--- src/shared/protection_routing_regs.vh ---
// constants for the protection signal routing matrix
// What this block does
// RL1: first routing group odd bits route stage starts to signal output one.
// RL2: first routing group even bits route stage trips to open output.
// RL3: first routing group defaults: all trips to open, low-set overcurrent start only.
// RL4: second group odd bits route trips to signal three; even bits inert.
// RL5: third group routes starts (odd) or trips (even) to signal two.
// RL6: input 8 active blocks trips of stages whose blocking bits 1-4 set.
// RL7: blocking bit 5 lets input 8 select the second setting bank.
// RL8: blocking bit 6 latches main trip caused by overcurrent stages.
// RL9: blocking bit 7 latches main trip caused by earth-fault stages.
// RL10: blocking bit 8 lets input 8 clear latched outputs and records.
// RL11: second blocking group does the same, driven by input 9.
// RL12: function group A bits 1-3 select low-set overcurrent characteristic.
// RL13: function group A bit 4 enables breaker failure protection.
// RL14: function group A bit 5 enables high-set threshold doubling.
// RL15: function group A bit 6 blocks low-set earth fault on low-set overcurrent start.
// RL16: function group B bits 4 and 6 choose earth-fault directionality.
// RL17: function group B bits 7 and 8 are stored but unused.
// RL18: main trip drives open, starts drive signal one, trips drive signal three.
// RL19: each output is the OR of all its selected sources.
`ifndef PROTECTION_ROUTING_REGS_VH
`define PROTECTION_ROUTING_REGS_VH
// register select codes on the settings port
`define SEL_FUNC_A 3'h0
`define SEL_FUNC_B 3'h1
`define SEL_BLOCK_8 3'h2
`define SEL_BLOCK_9 3'h3
`define SEL_ROUTE_OPEN 3'h4
`define SEL_ROUTE_SIG3 3'h5
`define SEL_ROUTE_SIG2 3'h6
// reset values
`define RST_FUNC_A 8'h00
`define RST_FUNC_B 8'h00
`define RST_BLOCK 8'h00
`define RST_ROUTE_OPEN 8'hAB
`define RST_ROUTE_SIG3 8'hA5
`define RST_ROUTE_SIG2 8'h00
// blocking group fields
`define BLK_BANK 4
`define BLK_LATCH_OC 5
`define BLK_LATCH_EF 6
`define BLK_RESET 7
// function group fields
`define FA_CHAR_LSB 0
`define FA_CBFP 3
`define FA_DOUBLE 4
`define FA_EF_BLOCK 5
`define FB_EF_LOW_DIR 3
`define FB_EF_HIGH_DIR 5
`endif

--- src/logic/protection_routing_matrix.v ---
// switch-configured routing matrix for four protection stages
`timescale 1ns/1ps
`include "protection_routing_regs.vh"
module protection_routing_matrix #(
  parameter STAGES = 4
)(
  // clock and reset
  input wire i_core_clk,
  input wire i_reset,
  // settings write port
  input wire i_set_wr,
  input wire [2:0] i_set_sel,
  input wire [7:0] i_set_wdata,
  output reg [7:0] o_set_rdata,
  // stage signals: 0 low oc, 1 high oc, 2 low ef, 3 high ef
  input wire [STAGES-1:0] i_stage_start,
  input wire [STAGES-1:0] i_stage_trip,
  // binary control inputs
  input wire i_ctrl_in8,
  input wire i_ctrl_in9,
  // routed outputs
  output reg o_open,
  output reg o_signal_one,
  output reg o_signal_two,
  output reg o_signal_three,
  output reg o_main_trip_latched,
  output reg o_record_clear,
  // stage configuration
  output reg o_second_bank,
  output reg [2:0] o_low_oc_char,
  output reg o_cbfp_enable,
  output reg o_high_oc_double,
  output reg o_low_ef_block,
  output reg o_low_ef_directional,
  output reg o_high_ef_directional
);

  reg [7:0] stage_function_select_a;
  reg [7:0] stage_function_select_b;
  reg [7:0] input8_blocking_control;
  reg [7:0] input9_blocking_control;
  reg [7:0] route_to_open_and_signal_one;
  reg [7:0] route_to_signal_three;
  reg [7:0] route_to_signal_two;
  reg latch_oc;
  reg latch_ef;
  reg next_latch_oc;
  reg next_latch_ef;
  reg next_open;
  reg next_signal_one;
  reg next_signal_two;
  reg next_signal_three;
  reg next_main_trip_latched;
  reg next_record_clear;
  reg next_second_bank;

  wire [STAGES-1:0] start_vec;
  wire [STAGES-1:0] trip_vec;
  wire [STAGES-1:0] trip_blocked;
  wire [STAGES-1:0] to_open;
  wire [STAGES-1:0] to_sig1;
  wire [STAGES-1:0] to_sig2;
  wire [STAGES-1:0] to_sig3;
  wire first_start_signal;
  wire second_start_signal;
  wire main_trip_signal;
  wire oc_trip;
  wire ef_trip;
  wire remote_reset;
  wire low_ef_suppress;
  wire latch_oc_enable;
  wire latch_ef_enable;
  wire bank_request;
  wire [7:0] group_readback;

  // read back of a stored group
  function [7:0] read_group;
    input [2:0] sel;
    input [7:0] fa, fb, b8, b9, r1, r2, r3;
    begin
      case (sel)
        `SEL_FUNC_A: read_group = fa;
        `SEL_FUNC_B: read_group = fb;
        `SEL_BLOCK_8: read_group = b8;
        `SEL_BLOCK_9: read_group = b9;
        `SEL_ROUTE_OPEN: read_group = r1;
        `SEL_ROUTE_SIG3: read_group = r2;
        `SEL_ROUTE_SIG2: read_group = r3;
        default: read_group = 8'h00;
      endcase
    end
  endfunction

  // a switch of either blocking group armed by its control input
  function ctrl_active;
    input in8;
    input in9;
    input [7:0] grp8;
    input [7:0] grp9;
    input integer pos;
    begin
      ctrl_active = (in8 & grp8[pos]) | (in9 & grp9[pos]);
    end
  endfunction

  // function group A
  always @(posedge i_core_clk)
  begin
    if (i_reset)
      stage_function_select_a <= `RST_FUNC_A;
    else if (i_set_wr && i_set_sel == `SEL_FUNC_A)
      stage_function_select_a <= i_set_wdata;
  end

  // RL17 group B, unused bits kept
  always @(posedge i_core_clk)
  begin
    if (i_reset)
      stage_function_select_b <= `RST_FUNC_B;
    else if (i_set_wr && i_set_sel == `SEL_FUNC_B)
      stage_function_select_b <= i_set_wdata;
  end

  // blocking group for input 8
  always @(posedge i_core_clk)
  begin
    if (i_reset)
      input8_blocking_control <= `RST_BLOCK;
    else if (i_set_wr && i_set_sel == `SEL_BLOCK_8)
      input8_blocking_control <= i_set_wdata;
  end

  // blocking group for input 9
  always @(posedge i_core_clk)
  begin
    if (i_reset)
      input9_blocking_control <= `RST_BLOCK;
    else if (i_set_wr && i_set_sel == `SEL_BLOCK_9)
      input9_blocking_control <= i_set_wdata;
  end

  // RL3 open and signal one routing
  always @(posedge i_core_clk)
  begin
    if (i_reset)
      route_to_open_and_signal_one <= `RST_ROUTE_OPEN;
    else if (i_set_wr && i_set_sel == `SEL_ROUTE_OPEN)
      route_to_open_and_signal_one <= i_set_wdata;
  end

  // RL3 RL4 signal three routing
  always @(posedge i_core_clk)
  begin
    if (i_reset)
      route_to_signal_three <= `RST_ROUTE_SIG3;
    else if (i_set_wr && i_set_sel == `SEL_ROUTE_SIG3)
      route_to_signal_three <= i_set_wdata;
  end

  // RL5 signal two routing, default zero
  always @(posedge i_core_clk)
  begin
    if (i_reset)
      route_to_signal_two <= `RST_ROUTE_SIG2;
    else if (i_set_wr && i_set_sel == `SEL_ROUTE_SIG2)
      route_to_signal_two <= i_set_wdata;
  end

  // RL15 low-set earth fault held off by low oc start
  assign low_ef_suppress = stage_function_select_a[`FA_EF_BLOCK] &
    i_stage_start[0];
  assign start_vec = {i_stage_start[3],
    i_stage_start[2] & ~low_ef_suppress, i_stage_start[1:0]};

  genvar g;
  generate
    for (g = 0; g < STAGES; g = g + 1)
    begin : gen_stage
      // RL6 RL11 trip blocking
      assign trip_blocked[g] = ctrl_active(i_ctrl_in8, i_ctrl_in9,
        input8_blocking_control, input9_blocking_control, g);
      // RL15 trip held off too
      assign trip_vec[g] = i_stage_trip[g] & ~trip_blocked[g] &
        ~(low_ef_suppress & (g == 2));
      // RL1 starts to signal one
      assign to_sig1[g] = start_vec[g] & route_to_open_and_signal_one[2*g];
      // RL2 trips to open
      assign to_open[g] = trip_vec[g] &
        route_to_open_and_signal_one[2*g+1];
      // RL4 odd bits only
      assign to_sig3[g] = trip_vec[g] & route_to_signal_three[2*g];
      // RL5 starts and trips
      assign to_sig2[g] = (start_vec[g] & route_to_signal_two[2*g]) |
        (trip_vec[g] & route_to_signal_two[2*g+1]);
    end
  endgenerate

  // RL19 or of sources
  assign first_start_signal = |to_sig1;
  assign second_start_signal = |to_sig3;
  assign oc_trip = |to_open[1:0];
  assign ef_trip = |to_open[3:2];
  assign main_trip_signal = oc_trip | ef_trip;

  // RL10 RL11 remote reset
  // held for as long as the armed input stays active
  assign remote_reset = ctrl_active(i_ctrl_in8, i_ctrl_in9,
    input8_blocking_control, input9_blocking_control, `BLK_RESET);

  // RL7 RL11 bank request
  assign bank_request = ctrl_active(i_ctrl_in8, i_ctrl_in9,
    input8_blocking_control, input9_blocking_control, `BLK_BANK);

  // RL8 RL9 RL11 latch armed by either group
  assign latch_oc_enable = input8_blocking_control[`BLK_LATCH_OC] |
    input9_blocking_control[`BLK_LATCH_OC];
  assign latch_ef_enable = input8_blocking_control[`BLK_LATCH_EF] |
    input9_blocking_control[`BLK_LATCH_EF];

  // stored group selected for readback
  assign group_readback = read_group(i_set_sel, stage_function_select_a,
    stage_function_select_b, input8_blocking_control,
    input9_blocking_control, route_to_open_and_signal_one,
    route_to_signal_three, route_to_signal_two);

  // next latch state and routed outputs
  // set wins, so a trip arriving with a reset is never lost
  always @*
  begin
    next_latch_oc = latch_oc;
    next_latch_ef = latch_ef;
    // RL8 RL11 overcurrent latch, set wins
    if (oc_trip & latch_oc_enable)
      next_latch_oc = 1'b1;
    else if (remote_reset)
      next_latch_oc = 1'b0;
    // RL9 RL11 earth-fault latch, set wins
    if (ef_trip & latch_ef_enable)
      next_latch_ef = 1'b1;
    else if (remote_reset)
      next_latch_ef = 1'b0;
    // RL18 main trip drives open
    next_open = main_trip_signal | latch_oc | latch_ef;
    next_main_trip_latched = latch_oc | latch_ef;
    // RL18 start signal one, trip signal three
    next_signal_one = first_start_signal;
    next_signal_three = second_start_signal;
    // RL5 RL19 signal two sources
    next_signal_two = |to_sig2;
    // RL10 record clear
    next_record_clear = remote_reset;
    // RL7 bank switch
    next_second_bank = bank_request;
  end

  // latch state
  always @(posedge i_core_clk)
  begin
    if (i_reset)
    begin
      latch_oc <= 1'b0;
      latch_ef <= 1'b0;
    end
    else
    begin
      latch_oc <= next_latch_oc;
      latch_ef <= next_latch_ef;
    end
  end

  // relay outputs
  always @(posedge i_core_clk)
  begin
    if (i_reset)
    begin
      o_open <= 1'b0;
      o_signal_one <= 1'b0;
      o_signal_two <= 1'b0;
      o_signal_three <= 1'b0;
    end
    else
    begin
      o_open <= next_open;
      o_signal_one <= next_signal_one;
      o_signal_two <= next_signal_two;
      o_signal_three <= next_signal_three;
    end
  end

  // latch, record clear and bank status
  always @(posedge i_core_clk)
  begin
    if (i_reset)
    begin
      o_main_trip_latched <= 1'b0;
      o_record_clear <= 1'b0;
      o_second_bank <= 1'b0;
    end
    else
    begin
      o_main_trip_latched <= next_main_trip_latched;
      o_record_clear <= next_record_clear;
      o_second_bank <= next_second_bank;
    end
  end

  // settings readback, one cycle behind the select
  always @(posedge i_core_clk)
  begin
    if (i_reset)
      o_set_rdata <= 8'h00;
    else
      o_set_rdata <= group_readback;
  end

  // stage configuration outputs
  always @(posedge i_core_clk)
  begin
    if (i_reset)
    begin
      o_low_oc_char <= 3'h0;
      o_cbfp_enable <= 1'b0;
      o_high_oc_double <= 1'b0;
      o_low_ef_block <= 1'b0;
      o_low_ef_directional <= 1'b0;
      o_high_ef_directional <= 1'b0;
    end
    else
    begin
      // RL12 characteristic select
      o_low_oc_char <= stage_function_select_a[`FA_CHAR_LSB+2:`FA_CHAR_LSB];
      // RL13 breaker failure
      o_cbfp_enable <= stage_function_select_a[`FA_CBFP];
      // RL14 threshold doubling
      o_high_oc_double <= stage_function_select_a[`FA_DOUBLE];
      // RL15 low-set earth fault block
      o_low_ef_block <= low_ef_suppress;
      // RL16 directionality
      o_low_ef_directional <= stage_function_select_b[`FB_EF_LOW_DIR];
      o_high_ef_directional <= stage_function_select_b[`FB_EF_HIGH_DIR];
    end
  end

endmodule

--- config.mk ---
export PLATFORM = sky130hd
export DESIGN_NAME = protection_routing_matrix
export DESIGN_NICKNAME = d
export VERILOG_FILES = /design/src/logic/protection_routing_matrix.v
export VERILOG_INCLUDE_DIRS = /design/src /design/src/shared
export SDC_FILE = /design/constraint.sdc
export NUM_CORES = 1
export LEC_CHECK = 0
export BUFFER_PORTS_ARGS = -buffer_cell sky130_fd_sc_hd__buf_2
export CAP_MARGIN = 15
export CELL_PAD_IN_SITES_DETAIL_PLACEMENT = 1
export CELL_PAD_IN_SITES_GLOBAL_PLACEMENT = 1
export CORE_MARGIN = 2
export CORE_UTILIZATION = 42
export DETAILED_ROUTE_END_ITERATION = 8
export HOLD_SLACK_MARGIN = 0.03
export MAX_ROUTING_LAYER = met4
export PLACE_DENSITY_LB_ADDON = 0.1
export SETUP_SLACK_MARGIN = 0.2
export SYNTH_ARGS = -nofsm -noshare
export SYNTH_HDL_FRONTEND = slang
export SYNTH_SLANG_ARGS = --single-unit
--- constraint.sdc ---
create_clock -name i_core_clk -period 1.4 [get_ports i_core_clk]
set_input_delay 0.28 -clock i_core_clk [delete_from_list [all_inputs] [get_ports i_core_clk]]
set_output_delay 0.28 -clock i_core_clk [all_outputs]
set_load 0.02 [all_outputs]
; Word-level counts from Yosys, hierarchy flattened
; Index checks and enable logic that the tools add are counted.
; Widths: inputs -> output; s select.
[totals]
reg_bits = 81
output_inout_bits = 23
elab_cells = 110
[classes]
eq_ne = 6
muxes = 4
n_bitwise = 62
n_reduce_logical = 15
[ops]
columns = cell, count
row1 = $pmux 8 s7, 1
row2 = $and 1x1->1, 41
row3 = $or 1x1->1, 16
row4 = $reduce_or 4->1, 3
row5 = $eq 3x3->1 const B, 3
row6 = $logic_and 1x1->1, 7
row7 = $eq 3x2->1 const B, 2
row8 = $not 1->1, 5
row9 = $reduce_bool 2->1, 2
row10 = $reduce_or 2->1, 2
row11 = $eq 3x1->1 const B, 1
row12 = $logic_not 3->1, 1
row13 = $mux 1, 3

; Longest topological paths before layout
; Gate-level depths: netlist of the first run.
[depth]
depth_word = 10
depth_mapped = 7
mapped_depth_nobuf = 4

; Worst setup path after synthesis of the first run
; No wires, ideal clock.
[synth_path]
path_type = input port to flip-flop
start = input port i_set_sel[0]
end = register o_set_rdata[4]
setup_ns = 0.123
t_arrival_ns = 1.095
slack_ns = 0.182
path_stages = 5
path_cell_list = buf_6 -> buf_12 -> mux2_2 -> a22oi_1 -> a21oi_1
[synth_via]
elab_chain_len = 2
elab_cells_between_ends = 8
classes_between = 6 x eq/ne / 1 x mux / 1 x reduce/logical
[synth_rtl]
columns = element, line
row1 = from (decl), protection_routing_matrix.v:12  ; input wire [2:0] i_set_sel,
row2 = $eq 3x3->1 (tied with other cells), protection_routing_matrix.v:81  ; case (sel)
row3 = $pmux 8 s7 (*), protection_routing_matrix.v:81
row4 = to (signal assigned), protection_routing_matrix.v:313  ; o_set_rdata <= group_readback;
row5 = to (decl), protection_routing_matrix.v:14  ; output reg [7:0] o_set_rdata,
; Every way passes the cells marked *; elsewhere a longest branch is shown, timed or not.
; A chain may end at the register's enable or synchronous reset.

; Worst setup path after layout of the first run
[layout_path]
start = register route_to_signal_two[0]
end = register o_signal_two
[layout_via]
elab_chain_len = 3
[layout_rtl]
columns = element, line
row1 = from (decl), protection_routing_matrix.v:44  ; reg [7:0] route_to_signal_two;
row2 = from (signal assigned), protection_routing_matrix.v:164  ; route_to_signal_two <= `RST_ROUTE_SIG2;
row3 = from (signal assigned), protection_routing_matrix.v:166  ; route_to_signal_two <= i_set_wdata;
row4 = $and 1x1->1, protection_routing_matrix.v:193  ; assign to_sig2[g] = (start_vec[g] & route_to_signal_two[2*g]) |
row5 = $or 1x1->1, protection_routing_matrix.v:193
row6 = $reduce_or 4->1, protection_routing_matrix.v:249  ; next_signal_two = |to_sig2;
row7 = to (signal assigned), protection_routing_matrix.v:285  ; o_signal_two <= next_signal_two;
row8 = to (decl), protection_routing_matrix.v:24  ; output reg o_signal_two,
; Every way passes these cells.

==> impl_metrics.csv, run 1 <==
group,metric,value,unit
timing,skew,0.0101,ns
timing,period_needed,1.19,ns
clocking,cts_max_level,3,
cells_and_area,nFillCells,946,
synthesis,async_flop_share,0,%
cells_and_area,drive_gt1_share,24.6,%
detailed_routing,drt_iter0_markers,142,
synthesis,synth_edf_count,0,
critical_path,slowest_delay,0.36,ns
job,drv_cap,0,
pwr,power.share.clock,40.5,%
critical_path,endpoint_kind,"flop",
timing,min_period_over_period,85.0,%
clocking,cts_hold_buf,0,
cells_and_area,final_nets,476,
floorplan,die_h,93.8,µm
synthesis,syn_inst,393,
pwr,sw_frac_of_total,24.2,%
placement,gp_congestion,0.901,
clocking,cts-root-buf,"clkbuf_8",
detailed_routing,drcViolationCount,0,
cells_and_area,syn_to_final_growth,21.5,%
synthesis,ys_types,37,
critical_path,worst-setup-path-type,"reg2reg",
global_route,grt.overflow.total,0,
pwr,power.density,1190,nW/µm²
timing,setup-violations-final,0,
global_route,grt_pass1_wl,17700,µm
synthesis,synthTopCellsByArea,"dfxtp_1, nand2_1, a21oi_1",
pwr,p_sw,1.18,mW
critical_path,rrSetupSlack,0.21,ns
detailed_routing,wire_per_inst,19.9,µm
clocking,clk_pin_slew,0.08,ns
timing,hold_violations,0,
synthesis,syn_area,3390,µm²
global_route,antenna_found_initial,0,
clocking,clock_latency,0.37,ns
pwr,p_seq_share,49.3,%
cells_and_area,antenna_cells,0,
hold_path,worstHoldPathType,"in2reg",
synthesis,netlist.area_leader.share,47.9,%
timing,fmax,0.841,GHz
placement,port_buffers,46,
floorplan,num_io_pins,47,
timing,rsz0062_at_grt,"yes",
pwr,intPower,3.70,mW
critical_path,critical_path.cell_chain,"a222oi_1 > inv_1 > a31oi_1 > a41oi_1",
detailed_routing,vias,3174,
detailed_routing,viasPerCell,5.69,
outcome,status,"completed",
global_route,grt_max_degree,44,
critical_path,crit_fanout,3,
global_route,grt_pass1_vias,3203,
pwr,peakVddDrop,0.000799,V
synthesis,ys_seq_area_share,47.9,%
clocking,cts.sinks,81,
timing,slew_viol_final,0,
clocking,clock_tree.buffer_depth,2,
floorplan,coreArea,7770,µm²
detailed_routing,ant_nets,0,
synthesis,synth_seq_cells,81,
timing,worst_slew_pin_slew,0.396,ns
synthesis,avgSynthCellArea,8.62,µm²
pwr,pwr-share-comb,10.2,%
floorplan,dieArea,8800,µm²
critical_path,critPathSlowestCell,"dfxtp_2",
detailed_routing,routed_wl,11100,µm
cells_and_area,fin_util,53.0,%
timing,maxSlewHeadroom,73.5,%
critical_path,cp-start-kind,"flop",
synthesis,synth_commonest_cells,"nand2_1, dfxtp_1, a21oi_1",
floorplan,die_w,93.8,µm
critical_path,cp.required,1.63,ns
clocking,cts_tree,"built",
critical_path,critPathArrivalTime,1.42,ns
pwr,p_leak,1.65,nW
synthesis,yosysMostFrequentCell,"nand2_1",
global_route,track_usage,28.0,%
detailed_routing,drtPass1Iterations,6,
synthesis,synth_top_cell_by_area,"dfxtp_1",
clocking,cts_buffers,9,
synthesis,synth_flop_cell,"dfxtp_1",
floorplan,fp-row-count,32,
placement,place_area,3840,µm²
cells_and_area,final_area,4110,µm²
placement,dp_hpwl,8080,µm
synthesis,syn_nets,417,
synthesis,yosys_warnings,0,
floorplan,start_util,43.6,%
==> per-layer routing <==
metal	GRT usage (%)	vias to the layer above	wire, µm
met2	43.8	107	5260
met3	5.22	14	618
met1	37.2	1579	5060
met4	8.09	0	184
li1	-	1474	-
met5	-	-	0
==> critical path, delay by kind of cell (launching register included) <==
kind                   cells  cell delay, ns
AOI/OAI and AO/OA          3            0.63
buffers and inverters      1            0.07
DFF                        1            0.36
==> final cells by class <==
| class | instances | area (µm²) | area share (%) |
|---|---|---|---|
| tap | 102 | 128 | 3.10 |
| timing repair buffer | 72 | 488 | 11.9 |
| clock inverter | 2 | 60.1 | 1.46 |
| clock buffer | 13 | 169 | 4.11 |
| sequential | 81 | 1630 | 39.5 |
| inverter | 2 | 7.51 | 0.182 |
| multi-input combinational | 286 | 1640 | 39.8 |
==> through the flow <==
stage / setup WS, ns / hold WS [ns] / power, mW / cells / setup TNS, ns
after CTS: 0.211 / 0.192 / 4.91 / 558 / 0
after global placement: -0.0284 / 0.439 / 2.93 / 543 / -0.153
after global routing: 0.108 / 0.194 / 5.06 / 558 / 0
final: 0.211 / 0.198 / 4.89 / 558 / 0
after detailed placement: -0.0685 / 0.452 / 2.94 / 543 / -0.796
after floorplan: 0.194 / 0.401 / 2.73 / 393 / 0
==> registers in the layout (all words and copies together) (netlist names), 8 cells and up <==
register,count
o_set_rdata,8
route_to_open_and_signal_one,8
route_to_signal_three,8
input8_blocking_control,8
stage_function_select_a,8
route_to_signal_two,8
input9_blocking_control,8
stage_function_select_b,8
==> power groups by stage <==
stage / Sequential, mW / Combinational (mW) / Clock, mW
2_1_floorplan: 2.47 / 0.259 / 0
3_3_place_gp: 2.46 / 0.474 / 0
3_5_place_dp: 2.46 / 0.483 / 0
4_1_cts: 2.41 / 0.491 / 2.01
5_1_grt: 2.41 / 0.540 / 2.11
6_report: 2.41 / 0.499 / 1.98
==> layout by cell type (no fill, tap or decap), types with 2 or more instances in the layout <==
cell	synthesis	routed
a21oi_1	54	54
a221oi_2	0	2
a222oi_1	2	2
a22o_1	3	3
a22oi_1	10	8
a22oi_2	0	2
a31oi_1	3	3
a32oi_1	2	2
and2_1	3	3
and3_1	7	4
and3_4	0	2
buf_12	2	5
buf_2	8	46
buf_4	1	21
bufinv_16	0	2
clkbuf_8	0	12
dfxtp_1	81	77
dfxtp_2	0	4
inv_1	2	2
mux2_2	4	4
mux2i_1	12	12
mux4_2	4	4
nand2_1	120	119
nand2b_1	2	2
nand3_1	10	10
nand3b_1	9	9
nor2_1	11	11
nor2b_1	11	10
nor2b_4	1	2
o21ai_0	2	2
o22ai_1	2	2
o2bb2ai_1	5	5
==> logic make-up after synthesis <==
kind of cell | after synthesis | share of synthesized area, %
flip-flops | 81 | 47.9
multiplexers | 20 | 7.54
AO/OA/AOI/OAI | 88 | 15.9
buffers and inverters | 26 | 5.17
AND/OR/NAND/NOR | 178 | 23.5
==> final timing paths <==
| path | cells past startpoint | from | to |
|---|---|---|---|
| worst min register to register | 2 | latch_oc | latch_oc |
| worst max register to register | 4 | route_to_signal_two[0] | o_signal_two |
| worst max-delay path | 4 | route_to_signal_two[0] | o_signal_two |
| worst min-delay path | 3 | i_stage_start[2] | o_signal_one |
==> repair_timing <==
item                                    in CTS  in global routing
buffers inserted                             0                  0
endpoints found under the setup margin       5                  8
resized for setup                            6                  8
pin swaps                                    0                  4
Power figures use the tool's default switching activity.
==> run 2: changes to the inputs <==
--- a/config.mk
+++ b/config.mk
@@ -11,7 +11,7 @@
 export CELL_PAD_IN_SITES_DETAIL_PLACEMENT = 1
 export CELL_PAD_IN_SITES_GLOBAL_PLACEMENT = 1
 export CORE_MARGIN = 2
-export CORE_UTILIZATION = 42
+export CORE_UTILIZATION = 38
 export DETAILED_ROUTE_END_ITERATION = 8
 export HOLD_SLACK_MARGIN = 0.03
 export MAX_ROUTING_LAYER = met4
==> constraint.sdc (replaced) <==
create_clock -name i_core_clk -period 1.08 [get_ports i_core_clk]
set_input_delay 0.216 -clock i_core_clk [delete_from_list [all_inputs] [get_ports i_core_clk]]
set_output_delay 0.216 -clock i_core_clk [all_outputs]
set_load 0.02 [all_outputs]
==> impl_metrics.csv, run 2 (same netlist as run 1, synthesis figures left out) <==
group,metric,value,unit
critical_path,rrSetupSlack,-0.11,ns
hold_path,min_path_cells,3,
critical_path,worst-setup-path-type,"reg2reg",
critical_path,critPathArrivalTime,1.42,ns
pwr,finalPower,6.49,mW
hold_path,worstHoldPathType,"in2reg",
global_route,grt.overflow.total,0,
cells_and_area,syn_to_final_growth,49.4,%
critical_path,endpoint_kind,"flop",
clocking,clk_pin_slew,0.08,ns
global_route,grt_max_degree,39,
placement,dp_hpwl,8340,µm
hold_path,min_from,"i_stage_start[2]",
detailed_routing,wire_per_inst,20.7,µm
cells_and_area,mostFrequentLayoutCell,"nand2_1",
floorplan,start_util,39.0,%
job,drv_cap,0,
cells_and_area,nFillCells,987,
timing,rsz0062_at_grt,"yes",
clocking,cts_max_level,3,
clocking,cts.sinks,81,
clocking,cts_tree,"built",
pwr,peakVddDrop,0.000607,V
timing,worst_slew_pin_slew,0.299,ns
timing,min_period_over_period,111,%
floorplan,fp-row-count,34,
detailed_routing,ant_nets,0,
clocking,cts_buffers,9,
pwr,power.density,1280,nW/µm²
clocking,clock_tree.buffer_depth,2,
pwr,p_leak,2.02,nW
floorplan,dieArea,9680,µm²
detailed_routing,vias,3350,
placement,port_buffers,46,
critical_path,rr_worst_depth,4,
floorplan,die_w,98.4,µm
global_route,grt.busiest_layer,"met2",
hold_path,min_delay_worst_endpoint,"o_signal_one",
timing,setup-violations-final,7,
global_route,track_usage,26.3,%
critical_path,crit_fanout,2,
timing,hold_violations,0,
critical_path,reg2reg_to,"o_signal_two",
timing,maxSlewHeadroom,80.0,%
timing,whs,0.192,ns
detailed_routing,drcViolationCount,0,
global_route,use_met1,34.7,%
cells_and_area,drive_gt1_share,52.6,%
floorplan,coreArea,8680,µm²
critical_path,reg2reg_from,"route_to_signal_two[0]",
timing,layout_setup_ws,-0.114,ns
global_route,met3_usage,3.87,%
clocking,clock_latency,0.35,ns
timing,fmax,0.837,GHz
outcome,violations,"setup timing",
detailed_routing,drt_iter0_markers,157,
critical_path,cp.required,1.30,ns
timing,slew_viol_final,0,
detailed_routing,viasPerCell,5.51,
outcome,status,"finished, violations left",
floorplan,num_io_pins,47,
global_route,antenna_found_initial,0,
clocking,cts-root-buf,"clkbuf_8",
global_route,grt_pass1_vias,3354,
detailed_routing,routed_wl,12600,µm
clocking,cts_hold_buf,0,
global_route,met2_usage,42.2,%
cells_and_area,layout_common_cells,"nand2_1, buf_4, dfxtp_2",
timing,period_needed,1.19,ns
cells_and_area,antenna_cells,0,
critical_path,cp-start-kind,"flop",
placement,gp_congestion,0.881,
floorplan,die_h,98.4,µm
global_route,grt_pass1_wl,18800,µm
detailed_routing,drtPass1Iterations,4,
timing,skew,0.00380,ns
cells_and_area,final_nets,520,
## run 2: repair_timing
item                       4_1_cts  5_1_grt
hold endpoints to repair         0        0
setup endpoints to repair       91       71
gates resized for setup        134       61
pin swaps                       19       30
buffers inserted                 8        8
cloned                           0        1
## run 2: cell type report
cell class | instances | area (µm²) | area share, %
Inverter | 2 | 7.51 | 0.148
Multi-Input combinational cell | 286 | 1950 | 38.6
Tap cell | 108 | 135 | 2.67
Clock buffer | 10 | 128 | 2.52
Timing Repair Buffer | 116 | 1060 | 21.0
Sequential cell | 81 | 1690 | 33.4
Clock inverter | 5 | 81.3 | 1.61
## run 2: worst max-delay path: stages (launching register included)
cell and delay [ns]:
dfxtp_2 0.33, a222oi_1 0.30, inv_1 0.09, a31oi_2 0.20, a41oi_2 0.14
## run 2: worst max path at each step
stage                           endpoint                        from  depth (start not counted)
final                       o_signal_two      route_to_signal_two[0]                          4
after global routing      o_set_rdata[2]  input9_blocking_control[2]                          3
after CTS                   o_signal_two      route_to_signal_two[0]                          4
after detailed placement  o_set_rdata[1]                i_set_sel[0]                          6
after global placement    o_set_rdata[1]                i_set_sel[0]                          6
after floorplan           o_set_rdata[0]                i_set_sel[0]                          6
## run 2: through the flow
step	cells	TNS, ns	util [%]	instance area, µm²	setup slack, ns
finish	608	-0.506	58.3	5060	-0.114
global route	608	-0.927	58.3	5060	-0.175
CTS	599	-0.439	54.8	4760	-0.115
detailed placement	576	-20.06	47.1	4090	-0.430
global placement	576	-17.27	47.1	4090	-0.381
floorplan	393	-0.136	-	3490	-0.0623
## run 2: metal layers
| layer | vias to the layer above | share of wire, % |
|---|---|---|
| li1 | 1566 | - |
| met1 | 1676 | 43 |
| met2 | 92 | 50 |
| met3 | 16 | 5.3 |
| met4 | 0 | 1.8 |
| met5 | - | 0 |
## run 2: where the power goes
group | total, mW | internal (mW) | switching [mW] | leakage (nW)
combinational | 0.911 | 0.430 | 0.481 | 1.24
clock | 2.45 | 1.29 | 1.16 | 0.102
sequential | 3.12 | 3.06 | 0.0641 | 0.678
total | 6.49 | 4.78 | 1.71 | 2.02
==> run 3: changes to the inputs <==
--- a/config.mk
+++ b/config.mk
@@ -6,12 +6,13 @@
 export SDC_FILE = /design/constraint.sdc
 export NUM_CORES = 1
 export LEC_CHECK = 0
+export ABC_AREA = 1
 export BUFFER_PORTS_ARGS = -buffer_cell sky130_fd_sc_hd__buf_2
 export CAP_MARGIN = 15
 export CELL_PAD_IN_SITES_DETAIL_PLACEMENT = 1
 export CELL_PAD_IN_SITES_GLOBAL_PLACEMENT = 1
 export CORE_MARGIN = 2
-export CORE_UTILIZATION = 38
+export CORE_UTILIZATION = 37
 export DETAILED_ROUTE_END_ITERATION = 8
 export HOLD_SLACK_MARGIN = 0.03
 export MAX_ROUTING_LAYER = met4
==> impl_metrics.csv, run 3 <==
group,metric,value,unit
floorplan,dieArea,10100,µm²
synthesis,yosys.area_share.simple,29.2,%
pwr,p_leak,2.02,nW
pwr,power.share.clock,36.7,%
critical_path,worst-setup-path-type,"reg2out",
cells_and_area,mostFrequentLayoutCell,"nand2_1",
job,drv_cap,0,
critical_path,slowest_delay,0.33,ns
detailed_routing,vias,3494,
placement,dp_hpwl,8530,µm
placement,port_buffers,46,
pwr,p_sw,1.77,mW
cells_and_area,layout_common_cells,"nand2_1, dfxtp_2, nor2_1",
critical_path,critPathSlowestCell,"dfxtp_2",
hold_path,worstHoldPathType,"in2reg",
synthesis,syn_area,3440,µm²
global_route,grt_max_degree,52,
detailed_routing,drtPass1Iterations,4,
critical_path,worst-path-buf-inv,1,
critical_path,critPathArrivalTime,0.81,ns
cells_and_area,drive_gt1_share,45.8,%
clocking,cts_buffers,9,
synthesis,synth_top_family_by_area,"simple AND/OR/NAND/NOR gates",
cells_and_area,syn_to_final_growth,43.3,%
critical_path,critical_path.cell_chain,"buf_6",
clocking,cts.sinks,81,
pwr,pwr-share-comb,14.8,%
synthesis,syn_nets,487,
critical_path,endpoint_kind,"primary output",
synthesis,ys_seq_area_share,47.1,%
detailed_routing,routed_wl,12300,µm
critical_path,cp.required,0.86,ns
detailed_routing,wire_per_inst,18.5,µm
clocking,cts_tree,"built",
timing,min_period_over_period,94.6,%
synthesis,synthXorXnorAreaFrac,0,%
detailed_routing,viasPerCell,5.25,
critical_path,cp-start-kind,"flop",
timing,fmax,0.979,GHz
detailed_routing,drt_iter0_markers,95,
synthesis,netlist.area_leader.share,47.1,%
pwr,sw_frac_of_total,26.9,%
cells_and_area,final_nets,574,
floorplan,coreArea,9150,µm²
detailed_routing,ant_nets,0,
timing,worst_slew_pin_slew,0.394,ns
timing,period_needed,1.02,ns
placement,gp_congestion,0.924,
outcome,status,"completed",
timing,rsz0062_at_grt,"yes",
pwr,finalPower,6.56,mW
synthesis,avgSynthCellArea,7.43,µm²
global_route,grt_pass1_vias,3602,
clocking,clk_pin_slew,0.09,ns
timing,setup-violations-final,0,
floorplan,start_util,37.6,%
floorplan,die_h,100,µm
pwr,peakVddDrop,0.000641,V
synthesis,async_flop_share,0,%
critical_path,crit_fanout,1,
clocking,cts-root-buf,"clkbuf_8",
synthesis,synth_edf_count,0,
timing,maxSlewHeadroom,73.8,%
cells_and_area,final_area,4930,µm²
critical_path,crit_family,"flip-flops",
timing,hold_violations,0,
synthesis,muxShareOfSynthArea,0,%
floorplan,num_io_pins,47,
pwr,power.density,1330,nW/µm²
pwr,p_seq_share,48.5,%
synthesis,syn_inst,463,
clocking,cts_max_level,3,
synthesis,synth_compound_area_share,15.0,%
floorplan,die_w,100,µm
synthesis,yosysMostFrequentCell,"nand2_1",
synthesis,synth_fa_ha_area_share,0,%
synthesis,ys_types,25,
synthesis,synthTopCellsByArea,"dfxtp_1, nand2_1, a21oi_1",
placement,place_area,4130,µm²
pwr,intPower,4.80,mW
global_route,antenna_found_initial,0,
global_route,grt.overflow.total,0,
floorplan,fp-row-count,35,
synthesis,yosys_warnings,0,
cells_and_area,antenna_cells,0,
global_route,track_usage,25.7,%
clocking,clock_tree.buffer_depth,2,
clocking,clock_latency,0.36,ns
timing,slew_viol_final,0,
synthesis,synth_flop_cell,"dfxtp_1",
clocking,cts_hold_buf,0,
detailed_routing,drcViolationCount,0,
global_route,grt_pass1_wl,19100,µm
synthesis,synth_commonest_cells,"nand2_1, dfxtp_1, nor2_1",
timing,skew,0.0129,ns
synthesis,synth_top_cell_by_area,"dfxtp_1",
synthesis,synth_seq_cells,81,
run 3: worst reg2reg max path, cell delays in order, from the launching register on:
cell and delay [ns]:
dfxtp_2 0.35, nand2_2 0.06, nand2_2 0.10, nor2_4 0.05, nand2_1 0.07, nand3_2 0.10
nor2_2 0.10, nor2_1 0.04
run 3: timing repair:
item / 4_1_cts / 5_1_grt
setup endpoints to repair: 75 / 74
pin swaps: 18 / 32
gates cloned: 1 / 1
buffers inserted: 5 / 4
resized for setup: 113 / 66
run 3: path summary, 6_finish.rpt:
| kind | start | endpoint | slack [ns] | cells after the start |
|---|---|---|---|---|
| min reg2reg | stage_function_select_a[4] | o_high_oc_double | 0.45 | 2 |
| max reg2reg | input8_blocking_control[2] | o_signal_two | 0.07 | 7 |
| min | i_stage_start[2] | o_signal_one | 0.19 | 3 |
| max | o_high_ef_directional | o_high_ef_directional | 0.06 | 1 |
run 3: cell families after synthesis:
kind of cell | Yosys count
simple gates | 218
flops | 81
buf+inv | 63
compound gates | 101
run 3: power by group through the flow:
stage	combinational (mW)	sequential, mW	clock, mW
global placement	0.771	3.23	0
finish	0.971	3.18	2.41
detailed placement	0.789	3.23	0
floorplan	0.426	3.25	0
global route	1.05	3.19	2.59
CTS	0.885	3.18	2.45
run 3: through the flow:
step / setup TNS (ns) / util, % / setup slack [ns] / instances / hold slack (ns)
final: 0 / 53.9 / 0.0580 / 665 / 0.185
after detailed placement: -12.76 / 45.1 / -0.459 / 639 / 0.447
after floorplan: -0.804 / - / -0.0560 / 463 / 0.329
after global routing: 0 / 53.9 / 0.00510 / 665 / 0.205
after global placement: -10.93 / 45.1 / -0.402 / 639 / 0.439
after CTS: 0 / 51.0 / 0.0417 / 660 / 0.175
run 3: area by class of cell:
type	instances	area [µm²]
clock inverter	5	81.3
inverter	43	186
multi-input combinational	320	1840
tap	111	139
fill	1133	4220
sequential	81	1670
timing repair buffer	95	883
clock buffer	10	128
run 3: routing by layer:
layer  up-vias  wire length, µm  GRT usage (%)
li1       1693                -              -
met1      1734             5530           33.2
met2        55             6300           42.0
met3        12              296           3.33
met4         0              195           8.11
met5         -                0              -
